--- config.mk ---
export PLATFORM = sky130hd
export DESIGN_NAME = acr_top
export DESIGN_NICKNAME = d
export VERILOG_FILES = /design/src/acr_pkg.sv /design/src/acr_top.sv
export SDC_FILE = /design/constraint.sdc
export NUM_CORES = 1
export LEC_CHECK = 0
export ABC_AREA = 1
export BUFFER_PORTS_ARGS = -buffer_cell sky130_fd_sc_hd__clkbuf_2
export CAP_MARGIN = 20
export CORE_ASPECT_RATIO = 1.5
export CORE_MARGIN = 2
export CORE_UTILIZATION = 58
export DETAILED_ROUTE_END_ITERATION = 8
export PLACE_DENSITY = 0.85
export SLEW_MARGIN = 10
export SYNTH_ARGS = -nofsm -noshare
export SYNTH_HDL_FRONTEND = slang
export SYNTH_SLANG_ARGS = --single-unit
--- constraint.sdc ---
create_clock -name aclk -period 5.1 [get_ports aclk]
set_clock_uncertainty 0.05 [all_clocks]
set_input_delay 0.51 -clock aclk [delete_from_list [all_inputs] [get_ports aclk]]
set_output_delay 0.51 -clock aclk [all_outputs]
set_load 0.02 [all_outputs]
--- src/acr_pkg.sv ---
// package: register map, field layout and types of the conversion clock and sequencer
package acr_pkg;

  // register byte offsets
  localparam logic [7:0] ACR_OFF_CTRL_ONE = 8'h00;
  localparam logic [7:0] ACR_OFF_CTRL_TWO = 8'h04;
  localparam logic [7:0] ACR_OFF_CTRL_THREE = 8'h08;
  localparam logic [7:0] ACR_OFF_STATUS = 8'h0C;

  // converter_control_one fields
  localparam int ACR_ONE_ENABLE_BIT = 0;
  localparam int ACR_ONE_TRIG_LSB = 1;
  localparam int ACR_ONE_AUTO_SAMPLE_BIT = 4;
  localparam int ACR_ONE_SIMUL_BIT = 5;
  localparam int ACR_ONE_SAMPLE_BIT = 6;
  // converter_control_two fields
  localparam int ACR_TWO_CH_COUNT_LSB = 0;
  localparam int ACR_TWO_CPI_LSB = 2;
  // converter_control_three fields
  localparam int ACR_THREE_DIV_LSB = 0;
  localparam int ACR_THREE_RC_BIT = 7;
  localparam int ACR_THREE_SAMPLE_TIME_LSB = 8;
  // status fields
  localparam int ACR_ST_CONVERTING_BIT = 0;
  localparam int ACR_ST_SAMPLING_BIT = 1;
  localparam int ACR_ST_DONE_BIT = 2;
  localparam int ACR_ST_CHANNEL_LSB = 4;
  localparam int ACR_ST_COUNT_LSB = 8;

  // writable bits per register, everything else reads zero except the sample bit of converter_control_one
  localparam logic [31:0] ACR_ONE_MASK = 32'h0000003F;
  localparam logic [31:0] ACR_TWO_MASK = 32'h0000003F;
  localparam logic [31:0] ACR_THREE_MASK = 32'h00001FBF;

  // reset values
  localparam logic [31:0] ACR_CTRL_ONE_RST = 32'h00000000;
  localparam logic [31:0] ACR_CTRL_TWO_RST = 32'h00000000;
  localparam logic [31:0] ACR_CTRL_THREE_RST = 32'h00000000;

  // trigger encodings and timing
  localparam logic [2:0] ACR_TRIG_SOFTWARE = 3'h0;
  localparam logic [2:0] ACR_TRIG_AUTO = 3'h7;
  localparam logic [4:0] ACR_CONV_TAD_COUNT = 5'h0C;
  localparam int ACR_INSTR_CYCLE_NS = 25;
  localparam logic [6:0] ACR_HALF_CYCLES_PER_CLK = 7'h02;

  // axi response codes
  localparam logic [1:0] ACR_RESP_OKAY = 2'h0;
  localparam logic [1:0] ACR_RESP_SLVERR = 2'h2;

  typedef enum logic [1:0] {ACR_IDLE, ACR_SAMPLE, ACR_CONVERT} acr_state_e;

  typedef struct packed {
    logic enable;
    logic [2:0] trigger_source_select;
    logic auto_sample_enable;
    logic simultaneous_sample_select;
    logic [1:0] sh_channel_count;
    logic [3:0] conversions_per_interrupt;
    logic [5:0] conv_clock_divisor;
    logic rc_clock_select;
    logic [4:0] auto_sample_time;
  } acr_cfg_s;

endpackage

--- src/acr_top.sv ---
// conversion clock generator, sample/convert sequencer and axi4-lite register slave
// Functional notes
// one conversion takes exactly twelve conversion clock periods after sampling
// conversion period is instruction cycle times half of divisor plus one
// rc select bit takes conversion clock from the rc oscillator instead
// software keeps the conversion period at or above 83.33 ns
// trigger select 111 starts conversion when the sample time expires
// auto-sample enable restarts sampling by itself after the last conversion of each channel group
// simultaneous select clear samples enabled channels one after another
// channel count 00 enables exactly one sample-and-hold channel
// sample time field counts conversion periods; 00010 gives two
// software sets conversions per event to at least 0001 with two channels
// conversions-per-event field sets conversions between successive events
// one channel converts while the other channel acquires the next sample
// software picks sequential sampling when inputs share the top rate
// software picks auto convert, auto sample, sequential, two channels for top rate
// software allows fourteen periods per sample with one channel at 750 ksps
// sample time never acts below one conversion period
// channel count selects one, two or four channels from channel zero upward
// a reload counter driven by the divisor produces the conversion clock
`timescale 1ns/10ps
`default_nettype none
module acr_top
  import acr_pkg::*;
(
  input wire logic aclk,
  input wire logic aresetn,
  input wire logic [7:0] s_axi_awaddr,
  input wire logic [2:0] s_axi_awprot,
  input wire logic s_axi_awvalid,
  output logic s_axi_awready,
  input wire logic [31:0] s_axi_wdata,
  input wire logic [3:0] s_axi_wstrb,
  input wire logic s_axi_wvalid,
  output logic s_axi_wready,
  output logic [1:0] s_axi_bresp,
  output logic s_axi_bvalid,
  input wire logic s_axi_bready,
  input wire logic [7:0] s_axi_araddr,
  input wire logic [2:0] s_axi_arprot,
  input wire logic s_axi_arvalid,
  output logic s_axi_arready,
  output logic [31:0] s_axi_rdata,
  output logic [1:0] s_axi_rresp,
  output logic s_axi_rvalid,
  input wire logic s_axi_rready,
  input wire logic rc_osc_in,
  input wire logic ext_trigger,
  output logic tad_tick,
  output logic [3:0] sh_sample,
  output logic conv_active,
  output logic [1:0] conv_channel,
  output logic conv_done,
  output logic sequence_event
);

  // enabled channel mask for a channel count code
  function automatic logic [3:0] ch_mask(input logic [1:0] cnt);
    ch_mask = (cnt == 2'h0) ? 4'h1 : (cnt == 2'h1) ? 4'h3 : 4'hF;
  endfunction

  // one-hot of a channel index
  function automatic logic [3:0] ch_onehot(input logic [1:0] ch);
    ch_onehot = 4'h1 << ch;
  endfunction

  // byte-lane merge restricted to writable bits
  function automatic logic [31:0] wmerge(input logic [31:0] old, input logic [31:0] d,
                                         input logic [3:0] strb, input logic [31:0] m);
    logic [31:0] lanes;
    lanes = {{8{strb[3]}}, {8{strb[2]}}, {8{strb[1]}}, {8{strb[0]}}} & m;
    wmerge = (old & ~lanes) | (d & lanes);
  endfunction

  logic [31:0] ctrl_one_reg;
  logic [31:0] ctrl_two_reg;
  logic [31:0] ctrl_three_reg;
  logic samp_reg;
  logic done_reg;
  logic [7:0] aw_addr_reg;
  logic [31:0] wdata_reg;
  logic [3:0] wstrb_reg;
  logic rc_s1_reg;
  logic rc_s2_reg;
  logic rc_s3_reg;
  logic rc_level_reg;
  logic [6:0] half_acc_reg;
  acr_state_e state_reg;
  logic [4:0] tad_cnt_reg;
  logic [1:0] ch_reg;
  logic [3:0] conv_cnt_reg;
  acr_cfg_s cfg;

  // decoded configuration
  assign cfg.enable = ctrl_one_reg[ACR_ONE_ENABLE_BIT];
  assign cfg.trigger_source_select = ctrl_one_reg[ACR_ONE_TRIG_LSB +: 3];
  assign cfg.auto_sample_enable = ctrl_one_reg[ACR_ONE_AUTO_SAMPLE_BIT];
  assign cfg.simultaneous_sample_select = ctrl_one_reg[ACR_ONE_SIMUL_BIT];
  assign cfg.sh_channel_count = ctrl_two_reg[ACR_TWO_CH_COUNT_LSB +: 2];
  assign cfg.conversions_per_interrupt = ctrl_two_reg[ACR_TWO_CPI_LSB +: 4];
  assign cfg.conv_clock_divisor = ctrl_three_reg[ACR_THREE_DIV_LSB +: 6];
  assign cfg.rc_clock_select = ctrl_three_reg[ACR_THREE_RC_BIT];
  assign cfg.auto_sample_time = ctrl_three_reg[ACR_THREE_SAMPLE_TIME_LSB +: 5];

  // bus decode; an address is held until its data arrives and the response is taken
  wire aw_held = ~s_axi_awready;
  wire w_held = ~s_axi_wready;
  wire wr_fire = aw_held & w_held & ~s_axi_bvalid;
  wire wr_one = wr_fire & (aw_addr_reg == ACR_OFF_CTRL_ONE);
  wire wr_two = wr_fire & (aw_addr_reg == ACR_OFF_CTRL_TWO);
  wire wr_three = wr_fire & (aw_addr_reg == ACR_OFF_CTRL_THREE);
  wire wr_status = wr_fire & (aw_addr_reg == ACR_OFF_STATUS);
  wire wr_ok = wr_one | wr_two | wr_three | wr_status;
  wire rd_take = s_axi_arvalid & s_axi_arready;
  wire [7:0] rd_addr = {s_axi_araddr[7:2], 2'b00};
  wire rd_ok = (rd_addr == ACR_OFF_CTRL_ONE) | (rd_addr == ACR_OFF_CTRL_TWO) |
               (rd_addr == ACR_OFF_CTRL_THREE) | (rd_addr == ACR_OFF_STATUS);
  wire [31:0] status_word = ({31'h0, state_reg == ACR_CONVERT} << ACR_ST_CONVERTING_BIT) |
                            ({31'h0, state_reg == ACR_SAMPLE} << ACR_ST_SAMPLING_BIT) |
                            ({31'h0, done_reg} << ACR_ST_DONE_BIT) |
                            ({30'h0, ch_reg} << ACR_ST_CHANNEL_LSB) |
                            ({28'h0, conv_cnt_reg} << ACR_ST_COUNT_LSB);
  wire [31:0] rd_word = (rd_addr == ACR_OFF_CTRL_ONE) ?
                          (ctrl_one_reg | ({31'h0, samp_reg} << ACR_ONE_SAMPLE_BIT)) :
                        (rd_addr == ACR_OFF_CTRL_TWO) ? ctrl_two_reg :
                        (rd_addr == ACR_OFF_CTRL_THREE) ? ctrl_three_reg :
                        (rd_addr == ACR_OFF_STATUS) ? status_word : 32'h00000000;

  // write channel: address and data accepted in either order
  always_ff @(posedge aclk)
  begin
    if (!aresetn)
    begin
      s_axi_awready <= 1'b1;
      s_axi_wready <= 1'b1;
      s_axi_bvalid <= 1'b0;
      s_axi_bresp <= ACR_RESP_OKAY;
      aw_addr_reg <= 8'h00;
      wdata_reg <= 32'h00000000;
      wstrb_reg <= 4'h0;
    end
    else
    begin
      if (s_axi_awvalid && s_axi_awready)
      begin
        s_axi_awready <= 1'b0;
        aw_addr_reg <= {s_axi_awaddr[7:2], 2'b00};
      end
      if (s_axi_wvalid && s_axi_wready)
      begin
        s_axi_wready <= 1'b0;
        wdata_reg <= s_axi_wdata;
        wstrb_reg <= s_axi_wstrb;
      end
      if (wr_fire)
      begin
        s_axi_bvalid <= 1'b1;
        s_axi_bresp <= wr_ok ? ACR_RESP_OKAY : ACR_RESP_SLVERR; // unmapped: slave error
      end
      if (s_axi_bvalid && s_axi_bready)
      begin
        s_axi_bvalid <= 1'b0;
        s_axi_awready <= 1'b1;
        s_axi_wready <= 1'b1;
      end
    end
  end

  // read channel: one read in flight, data one cycle after the address
  always_ff @(posedge aclk)
  begin
    if (!aresetn)
    begin
      s_axi_arready <= 1'b1;
      s_axi_rvalid <= 1'b0;
      s_axi_rdata <= 32'h00000000;
      s_axi_rresp <= ACR_RESP_OKAY;
    end
    else if (rd_take)
    begin
      s_axi_arready <= 1'b0;
      s_axi_rvalid <= 1'b1;
      s_axi_rdata <= rd_word;
      s_axi_rresp <= rd_ok ? ACR_RESP_OKAY : ACR_RESP_SLVERR;
    end
    else if (s_axi_rvalid && s_axi_rready)
    begin
      s_axi_rvalid <= 1'b0;
      s_axi_arready <= 1'b1;
    end
  end

  // configuration registers; rewriting them mid-sequence is software's hazard
  always_ff @(posedge aclk)
  begin
    if (!aresetn)
    begin
      ctrl_one_reg <= ACR_CTRL_ONE_RST;
      ctrl_two_reg <= ACR_CTRL_TWO_RST;
      ctrl_three_reg <= ACR_CTRL_THREE_RST;
    end
    else
    begin
      if (wr_one)
        ctrl_one_reg <= wmerge(ctrl_one_reg, wdata_reg, wstrb_reg, ACR_ONE_MASK);
      if (wr_two)
        ctrl_two_reg <= wmerge(ctrl_two_reg, wdata_reg, wstrb_reg, ACR_TWO_MASK);
      if (wr_three)
        ctrl_three_reg <= wmerge(ctrl_three_reg, wdata_reg, wstrb_reg, ACR_THREE_MASK);
    end
  end

  // rc oscillator pin: three stages, a level counts once stages two and three agree
  always_ff @(posedge aclk)
  begin
    if (!aresetn)
    begin
      rc_s1_reg <= 1'b0;
      rc_s2_reg <= 1'b0;
      rc_s3_reg <= 1'b0;
      rc_level_reg <= 1'b0;
    end
    else
    begin
      rc_s1_reg <= rc_osc_in;
      rc_s2_reg <= rc_s1_reg;
      rc_s3_reg <= rc_s2_reg;
      if (rc_s2_reg == rc_s3_reg)
        rc_level_reg <= rc_s3_reg;
    end
  end

  // divided clock in half-instruction-cycle units; divisor 0 caps at one tick per cycle
  wire rc_rise = rc_s2_reg & rc_s3_reg & ~rc_level_reg;
  wire [6:0] div_plus1 = {1'b0, cfg.conv_clock_divisor} + 7'h01;
  wire [6:0] half_sum = half_acc_reg + ACR_HALF_CYCLES_PER_CLK;
  wire div_hit = (half_sum >= div_plus1);
  wire [6:0] half_rem = (div_plus1 < ACR_HALF_CYCLES_PER_CLK) ? 7'h00 : half_sum - div_plus1;
  wire tick_next = cfg.enable & (cfg.rc_clock_select ? rc_rise : div_hit);

  // reload counter and registered tick; the tick is the single slow-rate enable
  always_ff @(posedge aclk)
  begin
    if (!aresetn || !cfg.enable)
    begin
      half_acc_reg <= 7'h00;
      tad_tick <= 1'b0;
    end
    else
    begin
      half_acc_reg <= div_hit ? half_rem : half_sum;
      tad_tick <= tick_next;
    end
  end

  // sequencer decode
  wire [1:0] last_ch = (cfg.sh_channel_count == 2'h0) ? 2'h0 :
                       (cfg.sh_channel_count == 2'h1) ? 2'h1 : 2'h3;
  wire [3:0] en_mask = ch_mask(cfg.sh_channel_count);
  wire [4:0] samp_time = (cfg.auto_sample_time == 5'h00) ? 5'h01 : cfg.auto_sample_time;
  wire auto_go = tad_tick & (tad_cnt_reg + 5'h01 >= samp_time);
  wire trig_go = (cfg.trigger_source_select == ACR_TRIG_AUTO) ? auto_go :
                 (cfg.trigger_source_select == ACR_TRIG_SOFTWARE) ? ~samp_reg : ext_trigger;
  wire conv_end = (state_reg == ACR_CONVERT) & tad_tick &
                  (tad_cnt_reg + 5'h01 == ACR_CONV_TAD_COUNT);
  wire group_end = conv_end & (ch_reg == last_ch);
  wire event_hit = conv_end & (conv_cnt_reg == cfg.conversions_per_interrupt);
  wire hw_set_samp = conv_end & (~group_end & ~cfg.simultaneous_sample_select |
                                 group_end & cfg.auto_sample_enable);
  wire hw_clr_samp = group_end & ~cfg.auto_sample_enable;
  wire sw_samp = wr_one & wstrb_reg[0];

  // sample request bit: a hardware set wins over a software clear in the same cycle
  always_ff @(posedge aclk)
  begin
    if (!aresetn)
      samp_reg <= 1'b0;
    else if (hw_set_samp)
      samp_reg <= 1'b1;
    else if (sw_samp)
      samp_reg <= wdata_reg[ACR_ONE_SAMPLE_BIT];
    else if (hw_clr_samp)
      samp_reg <= 1'b0;
  end

  // done flag: set on every event, write one to clear, set wins
  always_ff @(posedge aclk)
  begin
    if (!aresetn)
      done_reg <= 1'b0;
    else if (event_hit)
      done_reg <= 1'b1;
    else if (wr_status && wstrb_reg[0] && wdata_reg[ACR_ST_DONE_BIT])
      done_reg <= 1'b0;
  end

  // sample/convert state machine; disabling aborts at once
  always_ff @(posedge aclk)
  begin
    if (!aresetn || !cfg.enable)
    begin
      state_reg <= ACR_IDLE;
      tad_cnt_reg <= 5'h00;
      ch_reg <= 2'h0;
      conv_cnt_reg <= 4'h0;
    end
    else
    begin
      case (state_reg)
        ACR_IDLE:
        begin
          tad_cnt_reg <= 5'h00;
          if (samp_reg)
            state_reg <= ACR_SAMPLE;
        end
        ACR_SAMPLE:
        begin
          if (trig_go)
          begin
            state_reg <= ACR_CONVERT;
            tad_cnt_reg <= 5'h00;
          end
          else if (tad_tick)
            tad_cnt_reg <= tad_cnt_reg + 5'h01;
        end
        ACR_CONVERT:
        begin
          if (conv_end)
          begin
            tad_cnt_reg <= 5'h00;
            conv_cnt_reg <= event_hit ? 4'h0 : conv_cnt_reg + 4'h1;
            ch_reg <= group_end ? 2'h0 : ch_reg + 2'h1;
            // simultaneous groups already hold every channel, so convert straight on
            if (!group_end && cfg.simultaneous_sample_select)
              state_reg <= ACR_CONVERT;
            else if (!group_end || cfg.auto_sample_enable)
              state_reg <= ACR_SAMPLE;
            else
              state_reg <= ACR_IDLE;
          end
          else if (tad_tick)
            tad_cnt_reg <= tad_cnt_reg + 5'h01;
        end
        default:
          state_reg <= ACR_IDLE;
      endcase
    end
  end

  // hold channel drive: sequential mode lets the others acquire during a conversion
  wire [3:0] sample_next = (state_reg == ACR_SAMPLE) ?
                             (cfg.simultaneous_sample_select ? en_mask : ch_onehot(ch_reg)) :
                           (state_reg == ACR_CONVERT && !cfg.simultaneous_sample_select) ?
                             (en_mask & ~ch_onehot(ch_reg)) : 4'h0;

  // registered status outputs
  always_ff @(posedge aclk)
  begin
    if (!aresetn)
    begin
      sh_sample <= 4'h0;
      conv_active <= 1'b0;
      conv_channel <= 2'h0;
      conv_done <= 1'b0;
      sequence_event <= 1'b0;
    end
    else
    begin
      sh_sample <= sample_next;
      conv_active <= (state_reg == ACR_CONVERT) & ~conv_end;
      conv_channel <= ch_reg;
      conv_done <= conv_end;
      sequence_event <= event_hit;
    end
  end

endmodule // acr_top
`default_nettype wire

==> results of run 1 <==
per-layer routing:
metal	vias to the layer above	track usage
li1	2365	-
met3	42	0.0440
met2	179	0.449
met5	-	0
met4	0	0.145
met1	2149	0.286
cells by family after synthesis:
family	count (synthesis)	synth area share
AND/OR/NAND/NOR	239	0.219
AO/OA/AOI/OAI	170	0.186
buffers and inverters	138	0.119
flip-flops	101	0.387
adder cells (fa/ha/maj)	27	0.0660
XOR/XNOR	13	0.0218
other	1	0.000717
worst max-delay path, stage by stage, from the launching register on:
cell	delay [ns]
dfxtp_1	0.40
ha_1	0.24
nand4_1	0.14
nor2_1	0.16
inv_1	0.06
ha_1	0.33
a21o_1	0.18
a31oi_1	0.18
nand3_1	0.42
o21ai_0	0.32
a21oi_1	0.06
Yosys cell counts (all sizes together):
master	instances
nand2	102
dfxtp	101
inv	98
a21oi	70
nor2	65
o21ai	58
nand3	38
buf	26
ha	26
a211oi	23
nand4	16
clkbuf	14
xor2	10
nor3	9
a31oi	5
or2	4
a221oi	3
nand3b	3
o22ai	3
xnor2	3
a21boi	2
and3	2
a21o	1
a32oi	1
a41o	1
conb	1
fa	1
o2111ai	1
o21bai	1
o311ai	1
power by group:
group | switching (mW) | internal, mW
logic | 0.0870 | 0.0339
registers | 0.0132 | 0.811
clock network | 0.313 | 0.353
worst paths after layout:
check | end | depth (start not counted) | slack [ns]
max | half_acc_reg[3]$_SDFF_PP0_ | 10 | 2.43
min reg2reg | rc_s2_reg$_SDFF_PN0_ | 2 | 0.38
min | rc_s1_reg$_SDFF_PN0_ | 3 | 0.30
max reg2reg | half_acc_reg[3]$_SDFF_PP0_ | 10 | 2.43
area by class of cell:
| cell class | count | area (um^2) |
|---|---|---|
| Fill cell | 715 | 2960 |
| Multi-Input combinational cell | 470 | 2660 |
| Sequential cell | 101 | 2020 |
| Inverter | 98 | 373 |
| Timing Repair Buffer | 65 | 325 |
| Clock buffer | 10 | 239 |
| Tap cell | 110 | 138 |
| Clock inverter | 6 | 56.3 |
per-stage QoR:
step           worst slack [ns]  power, mW  hold slack, ns
2_1_floorplan              2.95      0.934           0.340
3_3_place_gp               2.55      0.956           0.360
3_5_place_dp               2.44      0.962           0.356
4_1_cts                    2.44       1.61           0.293
5_1_grt                    2.15       1.67           0.297
6_report                   2.43       1.61           0.295
==> qor.csv, run 1 <==
metric,value,unit
top_layer_used,met4,
synth_area_leaders,"dfxtp_1 (39%), nand2_1 (6.9%), inv_1 (6.7%)",
cts_sinks,101,
status,"complete, no violations",
cp-end-kind,register,
final_cells,860,
final_common_cell,dfxtp_1,
p_per_area,277,mW/mm^2
maxSlewHeadroom,0.452,
hold_viol,0,
syn_to_final_growth,11.1,%
initial_core_util,0.596,
most-common-layout-cells,"dfxtp_1 (101), nand2_1 (96), inv_1 (94), a21oi_1 (69), clkbuf_2 (65)",
hp-start,rc_osc_in,
rsz0062_at_grt,false,
min_period_over_period,0.523,
cts_setup_buffers,0,
cp.arrival,2.83,ns
diodes,0,
fin_tns_setup,0,ns
clk-insertion-delay-late,0.35,ns
synth.top_cell.area_share,0.387,
synth_area_per_cell,7.59,um^2
antenna_found_initial,0,
via_per_inst,5.51,
netlist_area,0.00523,mm^2
start_kind,register,
num-nets-final,839,
track_usage,0.257,
coreArea,0.00878,mm^2
ant_nets,0,
grt-ovfl-total,0,
dieWidth,81.5,um
place_area,0.00552,mm^2
drive_gt1_frac,0.155,
portBuffers,65,
cts_tree,built,
finalCoreUtilization,0.662,
synthDistinctLibCells,48,
fp-row-count,42,
path_max_fanout,14,
hp-class,in -> reg,
place_congestion,0.904,
ys_seq_elements,101,
worstMarginPinSlew,0.820,ns
first_pass_iters,5,
p_leak,2.61,nW
dieArea,0.00981,mm^2
clock_path_buffers,2,
wl_met1,4710,um
synth_warnings,0,
ir_worst_vdd,0.000251,V
vias,4735,
htreeDepth,3,
wl_per_cell,14.1,um
grt_pass1_wl,19700,um
met3_length,636,um
drtIter0Drc,279,
synthCells,689,
cts_buffers,9,
grt_max_degree,43,
cts_resized,0,
min_period,2.67,ns
yosysTopAreaCell,dfxtp_1,
cts_root_buf,clkbuf_16,
setup_viol,0,
cts_hold_buf,0,
place_inst,844,
routed_wl,12200,um
clk_pin_slew,0.07,ns
dp_hpwl,9210,um
wl_met2,6320,um
path_class,reg -> reg,
fmax,375,MHz
grt_pass1_vias,4424,
required,5.26,ns
final_max_slew_viol_count,0,
die_y,120,um
synth_seq_area_share,0.387,
drc,0,
maxCapViolCount,0,
io_pins,118,
design_area,0.00581,mm^2
No activity file was read; power rests on OpenSTA's default activity.
==> inputs of run 2 (changes only) <==
- ABC_AREA: 1 -> 0
- CORE_UTILIZATION: 58 -> 54
- PLACE_DENSITY: 0.85 -> 0.8
- clock period: 5.1 -> 2.8 ns (I/O delays scaled with it)
==> run 2 against run 1 <==
Clock power is 100% higher; setup slack got worse by 2.4 ns; highest routed layer unchanged; hold slack lost 0.20 ns; wire length fell by 8.1%; sequential power grew 81%; critical endpoint is now half_acc_reg[0]$_SDFFE_PP0N_; first-iteration DRC count rose by 6.5%; critical path depth shrank 1; non-clock buffer count is 2 higher.
==> qor.csv, run 2 <==
metric,value,unit
rsz0062_at_grt,false,
synth_seq_area_share,0.405,
fmax,368,MHz
clock_path_buffers,2,
synthTopCellsByCount,"dfxtp_1 (101), nand2_1 (68), nor2_1 (66), a21oi_1 (55), mux2i_1 (30)",
cts_resized,0,
netlist_area,0.00499,mm^2
maxCapViolCount,0,
ir_worst_vdd,0.000410,V
track_usage,0.233,
antenna_found_initial,0,
final_cells,758,
drtIter0Drc,297,
drive_gt1_frac,0.149,
cts_hold_buf,0,
grt_max_degree,68,
vias,4167,
ant_nets,0,
ys_seq_elements,101,
min_period_over_period,0.970,
synth.top_cell.area_share,0.405,
final_common_cell,dfxtp_1,
cts_buffers,9,
worstMarginPinSlew,0.566,ns
hp-class,in -> reg,
clk_pin_slew,0.07,ns
grt_pass1_wl,18000,um
drc,0,
die_y,122,um
grt_pass1_vias,3872,
met3_length,558,um
min_period,2.72,ns
synth_area_per_cell,8.50,um^2
io_pins,118,
p_leak,2.42,nW
cts_tree,built,
synthDistinctLibCells,61,
status,"complete, no violations",
grt-ovfl-total,0,
holdPathStages,2,
cts_sinks,101,
synth_warnings,0,
place_inst,741,
final_max_slew_viol_count,0,
cp-end-kind,register,
synth-edff-count,0,
routed_wl,11200,um
diodes,0,
dp_hpwl,8370,um
most-common-layout-cells,"dfxtp_1 (101), nand2_1 (68), nor2_1 (66), clkbuf_2 (65), a21oi_1 (55)",
maxSlewHeadroom,0.622,
wl_per_cell,14.7,um
required,3.02,ns
synth_area_leaders,"dfxtp_1 (41%), ha_1 (6.5%), mux2i_1 (6.0%)",
setup_viol,0,
dieArea,0.0100,mm^2
worstRegToRegCells,9,
synthFlopType,dfxtp_1,
portBuffers,65,
path_max_fanout,5,
num-nets-final,735,
p_per_area,537,mW/mm^2
top_layer_used,met4,
dieWidth,82.5,um
place_congestion,0.869,
wl_met2,6010,um
start_kind,register,
htreeDepth,3,
synth.most_common_cell,dfxtp_1,
wl_met1,4330,um
fin_tns_setup,0,ns
yosysTopAreaCell,dfxtp_1,
hold_viol,0,
fp-row-count,43,
fillCellCount,776,
via_per_inst,5.50,
coreArea,0.00909,mm^2
first_pass_iters,6,
syn_to_final_growth,12.7,%
path_class,reg -> reg,
initial_core_util,0.549,
cp.arrival,2.94,ns
clk-insertion-delay-late,0.35,ns
synthCells,587,
async_reset_ff_frac,0,
cts_setup_buffers,0,
cts_root_buf,clkbuf_16,
run 2: cell count changes in the layout (fill, tap and decap cells not counted), moves of 8 or more:
cell	before	now
nor2_1	57	66
nand3_1	32	17
nand4_1	15	4
xnor2_1	3	15
nand2_1	96	68
a211oi_1	20	3
and2_1	0	8
a21oi_1	69	55
inv_1	94	23
o21ai_0	55	19
mux2i_1	0	30
run 2: logic make-up (layout without fill, tap and decap cells):
group           after synthesis  after routing  synth area share
other cells                   1             21          0.000752
fa+ha+maj                    27             27            0.0692
mux                          32             32            0.0647
compound gates              124            124             0.152
flops                       101            101             0.405
xor+xnor                     22             22            0.0386
simple gates                212            212             0.198
buf+inv                      68            107            0.0707
run 2: final cells by class:
cell class | instances | area, um^2 | area share
multi-input cells | 438 | 2700 | 0.479
flip-flops and latches | 101 | 2020 | 0.360
repair buffers | 67 | 353 | 0.0628
clock buffers | 10 | 229 | 0.0407
well taps | 112 | 140 | 0.0249
clock inverters | 6 | 93.8 | 0.0167
inverters | 24 | 90.1 | 0.0160
run 2: power breakdown:
part	internal (mW)	leakage [nW]	switching, mW
clock network	0.791	0.154	0.554
logic	0.0569	1.45	0.122
registers	1.47	0.819	0.0274
total	2.31	2.42	0.704
run 2: through the flow:
step                setup slack, ns  total power, mW  utilization  hold WS [ns]  instance area [um^2]
floorplan                     0.491             1.66            -         0.330                  5060
global placement              0.294             1.70        0.580         0.374                  5280
detailed placement            0.189             1.70        0.580         0.374                  5280
CTS                           0.155             3.03        0.616        0.0937                  5600
global route                 0.0136             3.11        0.618        0.0987                  5620
finish                       0.0845             3.02        0.618        0.0951                  5620
run 2: worst max-delay path: stages (launching register included):
cell and delay [ns]:
dfxtp_1 0.43, ha_1 0.28, xnor2_1 0.15, ha_1 0.31, o21a_1 0.20, o31a_1 0.13
o31ai_1 0.37, a21oi_1 0.22, or2_2 0.34, o22ai_1 0.15
run 2: final timing paths:
kind,startpoint,end,slack [ns]
setup / recovery,register,half_acc_reg[0]$_SDFFE_PP0N_,0.08
hold / removal,s_axi_wvalid,s_axi_wready$_SDFFE_PP1P_,0.1
setup reg to reg,register,half_acc_reg[0]$_SDFFE_PP0N_,0.08
hold reg to reg,rc_s1_reg$_SDFF_PN0_,rc_s2_reg$_SDFF_PN0_,0.39
run 2: metal layers:
layer	GRT usage	vias up
met4	0.0865	0
met1	0.269	1942
met5	0	-
met2	0.418	114
li1	-	2094
met3	0.0385	17
